[config.mk]
export PLATFORM = sky130hd
export DESIGN_NAME = pixel_skip_engine
export DESIGN_NICKNAME = d
export VERILOG_FILES = /design/src/byte_skipper.v /design/src/pixel_skip_engine.v
export VERILOG_INCLUDE_DIRS = /design/src
export SDC_FILE = /design/constraint.sdc
export NUM_CORES = 1
export LEC_CHECK = 0
export BUFFER_PORTS_ARGS = -buffer_cell sky130_fd_sc_hd__buf_2
export CAP_MARGIN = 10
export CORE_MARGIN = 2
export CORE_UTILIZATION = 55
export DETAILED_ROUTE_END_ITERATION = 16
export PLACE_DENSITY = 0.77
export SYNTH_ARGS = -nofsm -noshare
export SYNTH_HDL_FRONTEND = slang
export SYNTH_SLANG_ARGS = --single-unit
[constraint.sdc]
create_clock -name clk_i -period 5.8 [get_ports clk_i]
set_input_delay 1.16 -clock clk_i [delete_from_list [all_inputs] [get_ports clk_i]]
set_output_delay 1.16 -clock clk_i [all_outputs]
set_load 0.1 [all_outputs]
[src/pixel_skip_map.vh]
`ifndef PIXEL_SKIP_MAP_VH
`define PIXEL_SKIP_MAP_VH
// ****************************************
// instruction word layout
// ****************************************
`define OPC_HI 31
`define OPC_LO 28
`define OPC_PACKED_SKIP 4'h2
`define OPC_PLANAR_SKIP 4'ha
`define CNT1_HI 11
`define CNT1_LO 0
`define CNT2_HI 11
`define CNT2_LO 0
`define CNT3_HI 27
`define CNT3_LO 16
`define STS_SET_HI 23
`define STS_SET_LO 20
`define STS_CLR_HI 19
`define STS_CLR_LO 16
`define IRQ_BIT 24
`define LINE_END_BIT 26
`define LINE_START_BIT 27
// ****************************************
// register map, byte addresses
// ****************************************
`define REG_CTRL 4'h0
`define REG_STATUS 4'h4
`define REG_DONE_CNT 4'h8
`define CTRL_ENABLE 0
`define CTRL_CLR_ERR 1
`define CTRL_RESET 32'h0000_0000
`define STAT_BUSY 8
`define STAT_ABORTING 9
`define STAT_ERR_OPC 10
`define STAT_ERR_LINE 11
`define STAT_ERR_EOL 12
// ****************************************
// fifo word geometry
// ****************************************
`define BYTES_PER_WORD 3'h4
`endif

[src/byte_skipper.v]
`timescale 1ns/10ps
`default_nettype none
`include "pixel_skip_map.vh"
// discards a byte count from one fifo, byte lane by byte lane
module byte_skipper #(
  parameter CW = 12
) (
  input wire clk_i,
  input wire reset_i,
  input wire start_i, // load a new count
  input wire [CW-1:0] count_i,
  input wire line_end_i, // instruction carries line end mark
  input wire flush_i, // drop what is left
  input wire fifo_valid_i,
  input wire fifo_eol_i, // current word is last of line
  output wire fifo_pop_o,
  output wire busy_o,
  output wire early_eol_o
);
  reg [CW-1:0] remaining; // bytes still to drop
  reg [1:0] lane; // next byte lane in head word
  wire [2:0] avail; // bytes left in head word
  wire word_done; // this cycle eats the rest of the word
  wire active;
  assign avail = `BYTES_PER_WORD - {1'b0, lane};
  assign active = (remaining != {CW{1'b0}}) && fifo_valid_i && !flush_i;
  assign word_done = remaining >= {{(CW-3){1'b0}}, avail};
  // line ended under us: last word used up by an unmarked skip, or more bytes
  // wanted than remain; an unmarked skip may still stop inside the last word
  assign early_eol_o = active && fifo_eol_i && word_done && (!line_end_i ||
    (remaining > {{(CW-3){1'b0}}, avail}));
  assign fifo_pop_o = active && (word_done || early_eol_o);
  assign busy_o = (remaining != {CW{1'b0}});
  // ****************************************
  // byte-granular consumption
  // ****************************************
  always @(posedge clk_i) begin
    if (reset_i) begin
      remaining <= {CW{1'b0}};
      lane <= 2'h0;
    end else if (start_i) begin
      remaining <= count_i;
    end else if (flush_i) begin
      remaining <= {CW{1'b0}};
    end else if (active) begin
      if (early_eol_o) begin
        // rest of the line is gone, restart at lane 0
        remaining <= {CW{1'b0}};
        lane <= 2'h0;
      end else if (word_done) begin
        remaining <= remaining - {{(CW-3){1'b0}}, avail};
        lane <= 2'h0;
      end else begin
        // stop mid word; next instruction continues from here
        remaining <= {CW{1'b0}};
        lane <= lane + remaining[1:0];
      end
    end
  end
endmodule
`default_nettype wire

[src/pixel_skip_engine.v]
// The implementer's own choices: the Avalon-MM slave port and the address map.
`timescale 1ns/10ps
`default_nettype none
`include "pixel_skip_map.vh"
// Operation
// - packed skip drops bits 11:0 bytes
// - skips start and stop at any byte
// - planar skip drops word0 count from fifo1
// - word1 counts feed fifo2 and fifo3
// - apply status set/clear on execution
// - line start and end flags frame lines
// - early fifo eol aborts through line end
module pixel_skip_engine #(
  parameter CW = 12,
  parameter SW = 4
) (
  input wire clk_i,
  input wire reset_i,
  // avalon-mm slave
  input wire [3:0] avs_address_i,
  input wire avs_read_i,
  input wire avs_write_i,
  input wire [31:0] avs_writedata_i,
  output reg [31:0] avs_readdata_o,
  output wire avs_waitrequest_o,
  // instruction words from fetch/decode
  input wire instr_valid_i,
  input wire [31:0] instr_word_i,
  output wire instr_ready_o,
  // three pixel fifos, index 0 is luma/packed
  input wire [2:0] fifo_valid_i,
  input wire [2:0] fifo_eol_i,
  output wire [2:0] fifo_pop_o,
  // sequencer side effects
  output reg [SW-1:0] program_status_bits_o,
  output reg irq_o,
  output reg line_start_flag_o,
  output reg line_end_flag_o
);
  localparam ST_IDLE = 2'h0; // wait first word
  localparam ST_WORD1 = 2'h1; // wait planar second word
  localparam ST_RUN = 2'h2; // discarding
  localparam ST_ABORT = 2'h3; // dropping instructions to line end
  reg [1:0] state;
  reg [31:0] word0; // held first word
  reg [31:0] ctrl;
  reg [2:0] err; // sticky error bits, status[12:10]
  reg swallow; // second word of a dropped planar skip still due
  reg [31:0] done_cnt; // completed instructions
  reg in_line; // between line start and line end
  reg ack; // one cycle answer of the bus
  reg [2:0] start;
  reg [CW-1:0] cnt0;
  reg [CW-1:0] cnt1;
  reg [CW-1:0] cnt2;
  reg flush;
  wire [2:0] busy;
  wire [2:0] early;
  wire [3:0] opc;
  wire take;
  wire enable;
  assign enable = ctrl[`CTRL_ENABLE];
  assign opc = instr_word_i[`OPC_HI:`OPC_LO];
  assign instr_ready_o = enable && (state != ST_RUN);
  assign take = instr_valid_i && instr_ready_o;
  // ****************************************
  // status bit update
  // ****************************************
  // set nibble wins over clear nibble for the same bit
  function [SW-1:0] next_status;
    input [SW-1:0] cur;
    input [31:0] w;
    begin
      next_status = (cur & ~w[`STS_CLR_HI:`STS_CLR_LO]) | w[`STS_SET_HI:`STS_SET_LO];
    end
  endfunction
  // ****************************************
  // discard engines, one per fifo
  // ****************************************
  byte_skipper #(.CW(CW)) u_skip0 (
    .clk_i(clk_i),
    .reset_i(reset_i),
    .start_i(start[0]),
    .count_i(cnt0),
    .line_end_i(word0[`LINE_END_BIT]),
    .flush_i(flush),
    .fifo_valid_i(fifo_valid_i[0]),
    .fifo_eol_i(fifo_eol_i[0]),
    .fifo_pop_o(fifo_pop_o[0]),
    .busy_o(busy[0]),
    .early_eol_o(early[0])
  );
  byte_skipper #(.CW(CW)) u_skip1 (
    .clk_i(clk_i),
    .reset_i(reset_i),
    .start_i(start[1]),
    .count_i(cnt1),
    .line_end_i(word0[`LINE_END_BIT]),
    .flush_i(flush),
    .fifo_valid_i(fifo_valid_i[1]),
    .fifo_eol_i(fifo_eol_i[1]),
    .fifo_pop_o(fifo_pop_o[1]),
    .busy_o(busy[1]),
    .early_eol_o(early[1])
  );
  byte_skipper #(.CW(CW)) u_skip2 (
    .clk_i(clk_i),
    .reset_i(reset_i),
    .start_i(start[2]),
    .count_i(cnt2),
    .line_end_i(word0[`LINE_END_BIT]),
    .flush_i(flush),
    .fifo_valid_i(fifo_valid_i[2]),
    .fifo_eol_i(fifo_eol_i[2]),
    .fifo_pop_o(fifo_pop_o[2]),
    .busy_o(busy[2]),
    .early_eol_o(early[2])
  );
  // ****************************************
  // sequencer
  // ****************************************
  always @(posedge clk_i) begin
    if (reset_i) begin
      state <= ST_IDLE;
      word0 <= 32'h0000_0000;
      start <= 3'h0;
      cnt0 <= {CW{1'b0}};
      cnt1 <= {CW{1'b0}};
      cnt2 <= {CW{1'b0}};
      flush <= 1'b0;
      program_status_bits_o <= {SW{1'b0}};
      irq_o <= 1'b0;
      line_start_flag_o <= 1'b0;
      line_end_flag_o <= 1'b0;
      done_cnt <= 32'h0000_0000;
      in_line <= 1'b0;
      err <= 3'h0;
      swallow <= 1'b0;
    end else begin
      // pulses by default
      start <= 3'h0;
      flush <= 1'b0;
      irq_o <= 1'b0;
      line_start_flag_o <= 1'b0;
      line_end_flag_o <= 1'b0;
      // software clear first, hardware set below wins
      if (avs_write_i && ack && avs_address_i == `REG_CTRL &&
          avs_writedata_i[`CTRL_CLR_ERR]) begin
        err <= 3'h0;
      end
      case (state)
        ST_IDLE: begin
          if (take) begin
            word0 <= instr_word_i;
            if (opc == `OPC_PACKED_SKIP) begin
              cnt0 <= instr_word_i[`CNT1_HI:`CNT1_LO];
              start <= 3'h7; // fifos 2,3 get zero counts
              cnt1 <= {CW{1'b0}};
              cnt2 <= {CW{1'b0}};
              state <= ST_RUN;
            end else if (opc == `OPC_PLANAR_SKIP) begin
              cnt0 <= instr_word_i[`CNT1_HI:`CNT1_LO];
              state <= ST_WORD1;
            end else begin
              err[`STAT_ERR_OPC-10] <= 1'b1; // not a skip, dropped
            end
            // line start while a line is open breaks framing
            if (instr_word_i[`LINE_START_BIT]) begin
              line_start_flag_o <= 1'b1;
              if (in_line) begin
                err[`STAT_ERR_LINE-10] <= 1'b1;
              end
              in_line <= 1'b1;
            end
          end
        end
        ST_WORD1: begin
          if (take && swallow) begin
            // counts of an aborted planar skip: no discard, no side effects
            swallow <= 1'b0;
            state <= ST_IDLE;
          end else if (take) begin
            cnt1 <= instr_word_i[`CNT2_HI:`CNT2_LO];
            cnt2 <= instr_word_i[`CNT3_HI:`CNT3_LO];
            start <= 3'h7;
            state <= ST_RUN;
          end
        end
        ST_RUN: begin
          if (|early) begin
            // line cut short: side effects of this instruction are lost
            flush <= 1'b1;
            err[`STAT_ERR_EOL-10] <= 1'b1;
            in_line <= 1'b0;
            state <= word0[`LINE_END_BIT] ? ST_IDLE : ST_ABORT;
          end else if (start == 3'h0 && busy == 3'h0) begin
            program_status_bits_o <= next_status(program_status_bits_o, word0);
            irq_o <= word0[`IRQ_BIT];
            if (word0[`LINE_END_BIT]) begin
              line_end_flag_o <= 1'b1;
              in_line <= 1'b0;
            end
            done_cnt <= done_cnt + 32'h0000_0001;
            state <= ST_IDLE;
          end
        end
        ST_ABORT: begin
          // planar second words carry no mark; opcode check keeps them apart
          if (take && (opc == `OPC_PACKED_SKIP || opc == `OPC_PLANAR_SKIP) &&
              instr_word_i[`LINE_END_BIT]) begin
            state <= (opc == `OPC_PLANAR_SKIP) ? ST_WORD1 : ST_IDLE;
            swallow <= (opc == `OPC_PLANAR_SKIP); // its second word is dropped too
            word0 <= 32'h0000_0000; // no stale marks left behind
          end
        end
        default: begin
          state <= ST_IDLE;
        end
      endcase
      // a stale first-fifo count would run again if word1 were not swallowed
    end
  end
  // ****************************************
  // avalon-mm slave, one wait cycle per access
  // ****************************************
  // waitrequest drops one cycle after a request appears
  assign avs_waitrequest_o = (avs_read_i || avs_write_i) && !ack;
  always @(posedge clk_i) begin
    if (reset_i) begin
      ack <= 1'b0;
      ctrl <= `CTRL_RESET;
      avs_readdata_o <= 32'h0000_0000;
    end else begin
      ack <= (avs_read_i || avs_write_i) && !ack;
      if (avs_write_i && ack && avs_address_i == `REG_CTRL) begin
        // clear bit is a strobe and is not stored
        ctrl <= {31'h0000_0000, avs_writedata_i[`CTRL_ENABLE]};
      end
      if (avs_read_i && !ack) begin
        case (avs_address_i)
          `REG_CTRL: avs_readdata_o <= ctrl;
          `REG_STATUS: begin
            avs_readdata_o <= {19'h00000, err[2:0], (state == ST_ABORT),
              (state != ST_IDLE), 4'h0, {(4-SW){1'b0}}, program_status_bits_o};
          end
          `REG_DONE_CNT: avs_readdata_o <= done_cnt;
          default: avs_readdata_o <= 32'h0000_0000; // unmapped reads zero
        endcase
      end
    end
  end
endmodule
`default_nettype wire

==> summary.md <==
| Metric | Value |
|---|---|
| Detailed placement HPWL | `14200 um` |
| Synth Area in Compound Gates | `19.7%` |
| Die width | `128 um` |
| Hold Path Depth | `2` |
| Buf+Inv Stages, Crit Path | `2` |
| Slew headroom | `between 20 and 30%` |
| Critical path class | `reg2out` |
| Wirelength, routed | `~21000 um` |
| Vias in the first global route | `between 6k and 7k` |
| Tcrit/Tclk final | `71.1%` |
| Post-CTS Setup Bufs | `0` |
| Post-synthesis sequential area ratio | `40.6%` |
| Area grow syn2layout | `14.1%` |
| TritonRoute pass-1 iters | `5` |
| Final min period | `4120 ps` |
| Synth Area in XOR/XNOR | `3.76%` |
| CTS tree | `done` |
| Type of the worst min-delay path | `reg2reg` |
| Library cells used by synthesis | `75` |
| Total power | `4960 uW` |
| Via/cell ratio | `6.10` |
| Worst path depth | `7` |
| Post-synth top area share | `40.6%` |
| Clock slew seen by the registers of the worst setup and hold paths | `60 ps` |
| R2R depth | `9` |
| P per Cell Area | `approximately 520 nW/um^2` |
| Max Cap Violations | `0` |
| Synth top area cells | `dfxtp_1, a21oi_1, nand2_1, nor2_1, nand3_1` |
| Antenna Cells | `0` |
| DRT antenna net count | `0` |
| Post-synthesis mux area share | `0.358%` |
| RR Startpoint | `u_skip0.lane[0]` |
| FMAX | `around 240 MHz` |
| RSZ-0062 raised after global routing | `no` |
| Htree depth | `4` |
| Worst-path cell chain | `inv_1 -> ha_1 -> fa_1 -> a21boi_0 -> o2111ai_1 -> and4b_1 -> buf_2` |
| Number of DRC markers in iteration 0 | `736` |
| Worst Skew | `9.94 ps` |
| CTS Sinks | `170` |
| Number of synthesized flops with an enable pin | `0` |
| Post-synthesis async set-or-reset flop share | `0%` |
| Starting Density | `between 50% and 60%` |
| Crit path from | `u_skip0.lane[0]` |
| Net Count, Synth | `1126` |
| Clock insertion delay at the later pin of the skew report | `420 ps` |
| Wire per inst | `16.2 um` |
| Share of layout cells above drive strength 1 | `15.5%` |
| Synth area leader | `dfxtp_1` |
| Final-report hold violation count | `0` |
| Final setup violation count | `0` |
| HP Start | `avs_readdata_o[19]` |
| Worst slew pin tran | `1090 ps` |
| Largest family of logic cells by synthesized area | `simple AND/OR/NAND/NOR gates` |
| Crit end category | `output port` |
| Max VDD drop | `0.000295 V` |
| Number of cell rows | `45` |
| GR Overflow Total | `0` |
| Num ports | `~120` |
| Critical Path Source Type | `register` |
| Adder-cell area share of the yosys netlist | `3.10%` |
| Clock tree buffer depth | `2` |
| Synth warn | `0` |
| CP arrival | `~3000 ps` |
| CP max FO | `5` |
| DIE HEIGHT | `128 um` |
| Slew Limit Fails | `0` |
| Placer Congestion | `0.891` |
| Post-cts resize count | `0` |
| TNS Setup | `0 ps` |
| CTS buffer count | `17` |
| Nets | `1177` |
| Syn_area_per_cell | `8.16 sq um` |
| Synth Area in Simple Gates | `between 20% and 30%` |
| Hold WS | `447 ps` |
| Die ar. | `roughly 16000 sq um` |
| Slowest-stage cell, CP | `fa_1` |
| Clk Tree Root Cell | `clkbuf_16` |
| Hold buffer count at CTS | `0` |
| Cells after synthesis | `1028` |
| Filler cell count | `around 1.3k` |
| Vias | `7814` |
| Antenna violations before repair | `1` |
| Register area | `3400 sq um` |
| Delay-heaviest family, CP | `adder cells` |
| GRT Util Overall | `roughly a quarter` |
| Largest net degree at the start of global routing | `86` |
| Multi-input logic area | `4500 sq um` |
| Synth Cell Area | `8390 sq um` |
| First-pass GRT wire length | `34100 um` |
| Status | `finished clean` |
| Dominant synthesized flop cell | `dfxtp_1` |
| Core ar. | `15000 sq um` |
| Leakage | `0.00348 uW` |
| Crit-path max cell delay | `460 ps` |
| Required @ worst endpoint | `4640 ps` |
| Synthesized flop and latch total | `170` |
| DRC Markers | `0` |
| I/O Buffers | `88` |
report_power, final:
group	switching (uW)	total [uW]	internal, uW	leakage, uW
Combinational	1390	2160	770	0.00175
Sequential	130	1400	1270	0.00137
Clock	466	1400	931	0.000354
Total	1990	4960	2970	0.00348
cell usage in the layout, fill, tap and decap left out, drive strengths merged, types with 10 or more instances in the layout:
cell type  instances
xnor2             30
inv               49
dfxtp            170
a21oi            108
a211oi            14
nor3              37
nand4             10
clkbuf            21
o21ai             24
nand3             70
nand2            115
buf               98
a22oi             36
nor4              30
o32ai             15
a32oi             10
nor2             100
ha                16
flip-flops by register name, indices dropped and copies added, names as in the netlist, 2 cells and up:
name / flops
cnt1: 12
u_skip1.remaining: 12
avs_readdata_o: 32
program_status_bits_o: 4
u_skip0.remaining: 12
cnt0: 12
done_cnt: 32
u_skip2.remaining: 12
state: 2
word0: 10
cnt2: 12
u_skip1.lane: 2
u_skip0.lane: 2
err: 3
u_skip2.lane: 2
kinds of logic after synthesis:
logic type	after synthesis
AOI/OAI and AO/OA	253
xor gates and xnor gates	36
adders and majority gates	19
buffers and inverters	114
DFF	170
muxes	3
and+or+nand+nor	433
metal layers:
layer / track usage (%) / vias up / part of all wire [%] / wire length (um)
li1: - / 3800 / - / -
met1: 35.7 / 3720 / 45 / 9390
met2: 41.1 / 275 / 47 / 9810
met3: 5.11 / 17 / 6.2 / 1290
met4: 5.95 / 2 / 0.94 / 195
met5: 0 / - / 0.034 / 7
per-stage QoR:
| stage | util [%] | cells | setup slack [ps] | instance area [sq um] |
|---|---|---|---|---|
| finish | 63.7 | 1280 | 1680 | 9570 |
| global route | 63.7 | 1280 | 1580 | 9570 |
| CTS | 63.7 | 1280 | 1690 | 9570 |
| detailed placement | 58.8 | 1248 | 2150 | 8840 |
| global placement | 58.8 | 1248 | 2170 | 8840 |
| floorplan | - | 1028 | 2180 | 8390 |
path summary, 6_finish.rpt:
path	to	slack [ps]
setup reg to reg	u_skip0.remaining[11]	2540
hold / removal	avs_readdata_o[19]	450
setup / recovery	fifo_pop_o[0]	1680
hold reg to reg	avs_readdata_o[19]	450
tightest hold or removal path, delay by kind of cell (launching register included):
family	cells	cell delay, ps
AND/OR/NAND/NOR	1	50
flip-flops	1	310
AO/OA/AOI/OAI	1	50
Yosys cell counts, drive strengths merged, types with 4 or more instances:
| cell | count |
|---|---|
| dfxtp | 170 |
| nand2 | 115 |
| a21oi | 108 |
| nor2 | 100 |
| nand3 | 70 |
| clkbuf | 50 |
| inv | 48 |
| nor3 | 37 |
| a22oi | 36 |
| nor4 | 30 |
| xnor2 | 30 |
| o21ai | 24 |
| ha | 16 |
| buf | 15 |
| o32ai | 15 |
| a211oi | 14 |
| a32oi | 10 |
| nand4 | 10 |
| and3 | 9 |
| or3 | 9 |
| a31oi | 8 |
| nor2b | 7 |
| and2 | 6 |
| and4 | 6 |
| nand2b | 6 |
| o21a | 6 |
| or2 | 6 |
| xor2 | 6 |
| a221oi | 5 |
| a21boi | 4 |
| and4b | 4 |
| o31ai | 4 |
final cells by class:
type	instances	share of cell area, %
sequential	170	35.6
multi-input combinational	744	47.1
clock inverter	11	2.73
timing repair buffer	98	5.41
clock buffer	21	4.91
tap	188	2.46
inverter	48	1.88
Power figures use the tool's default switching activity.
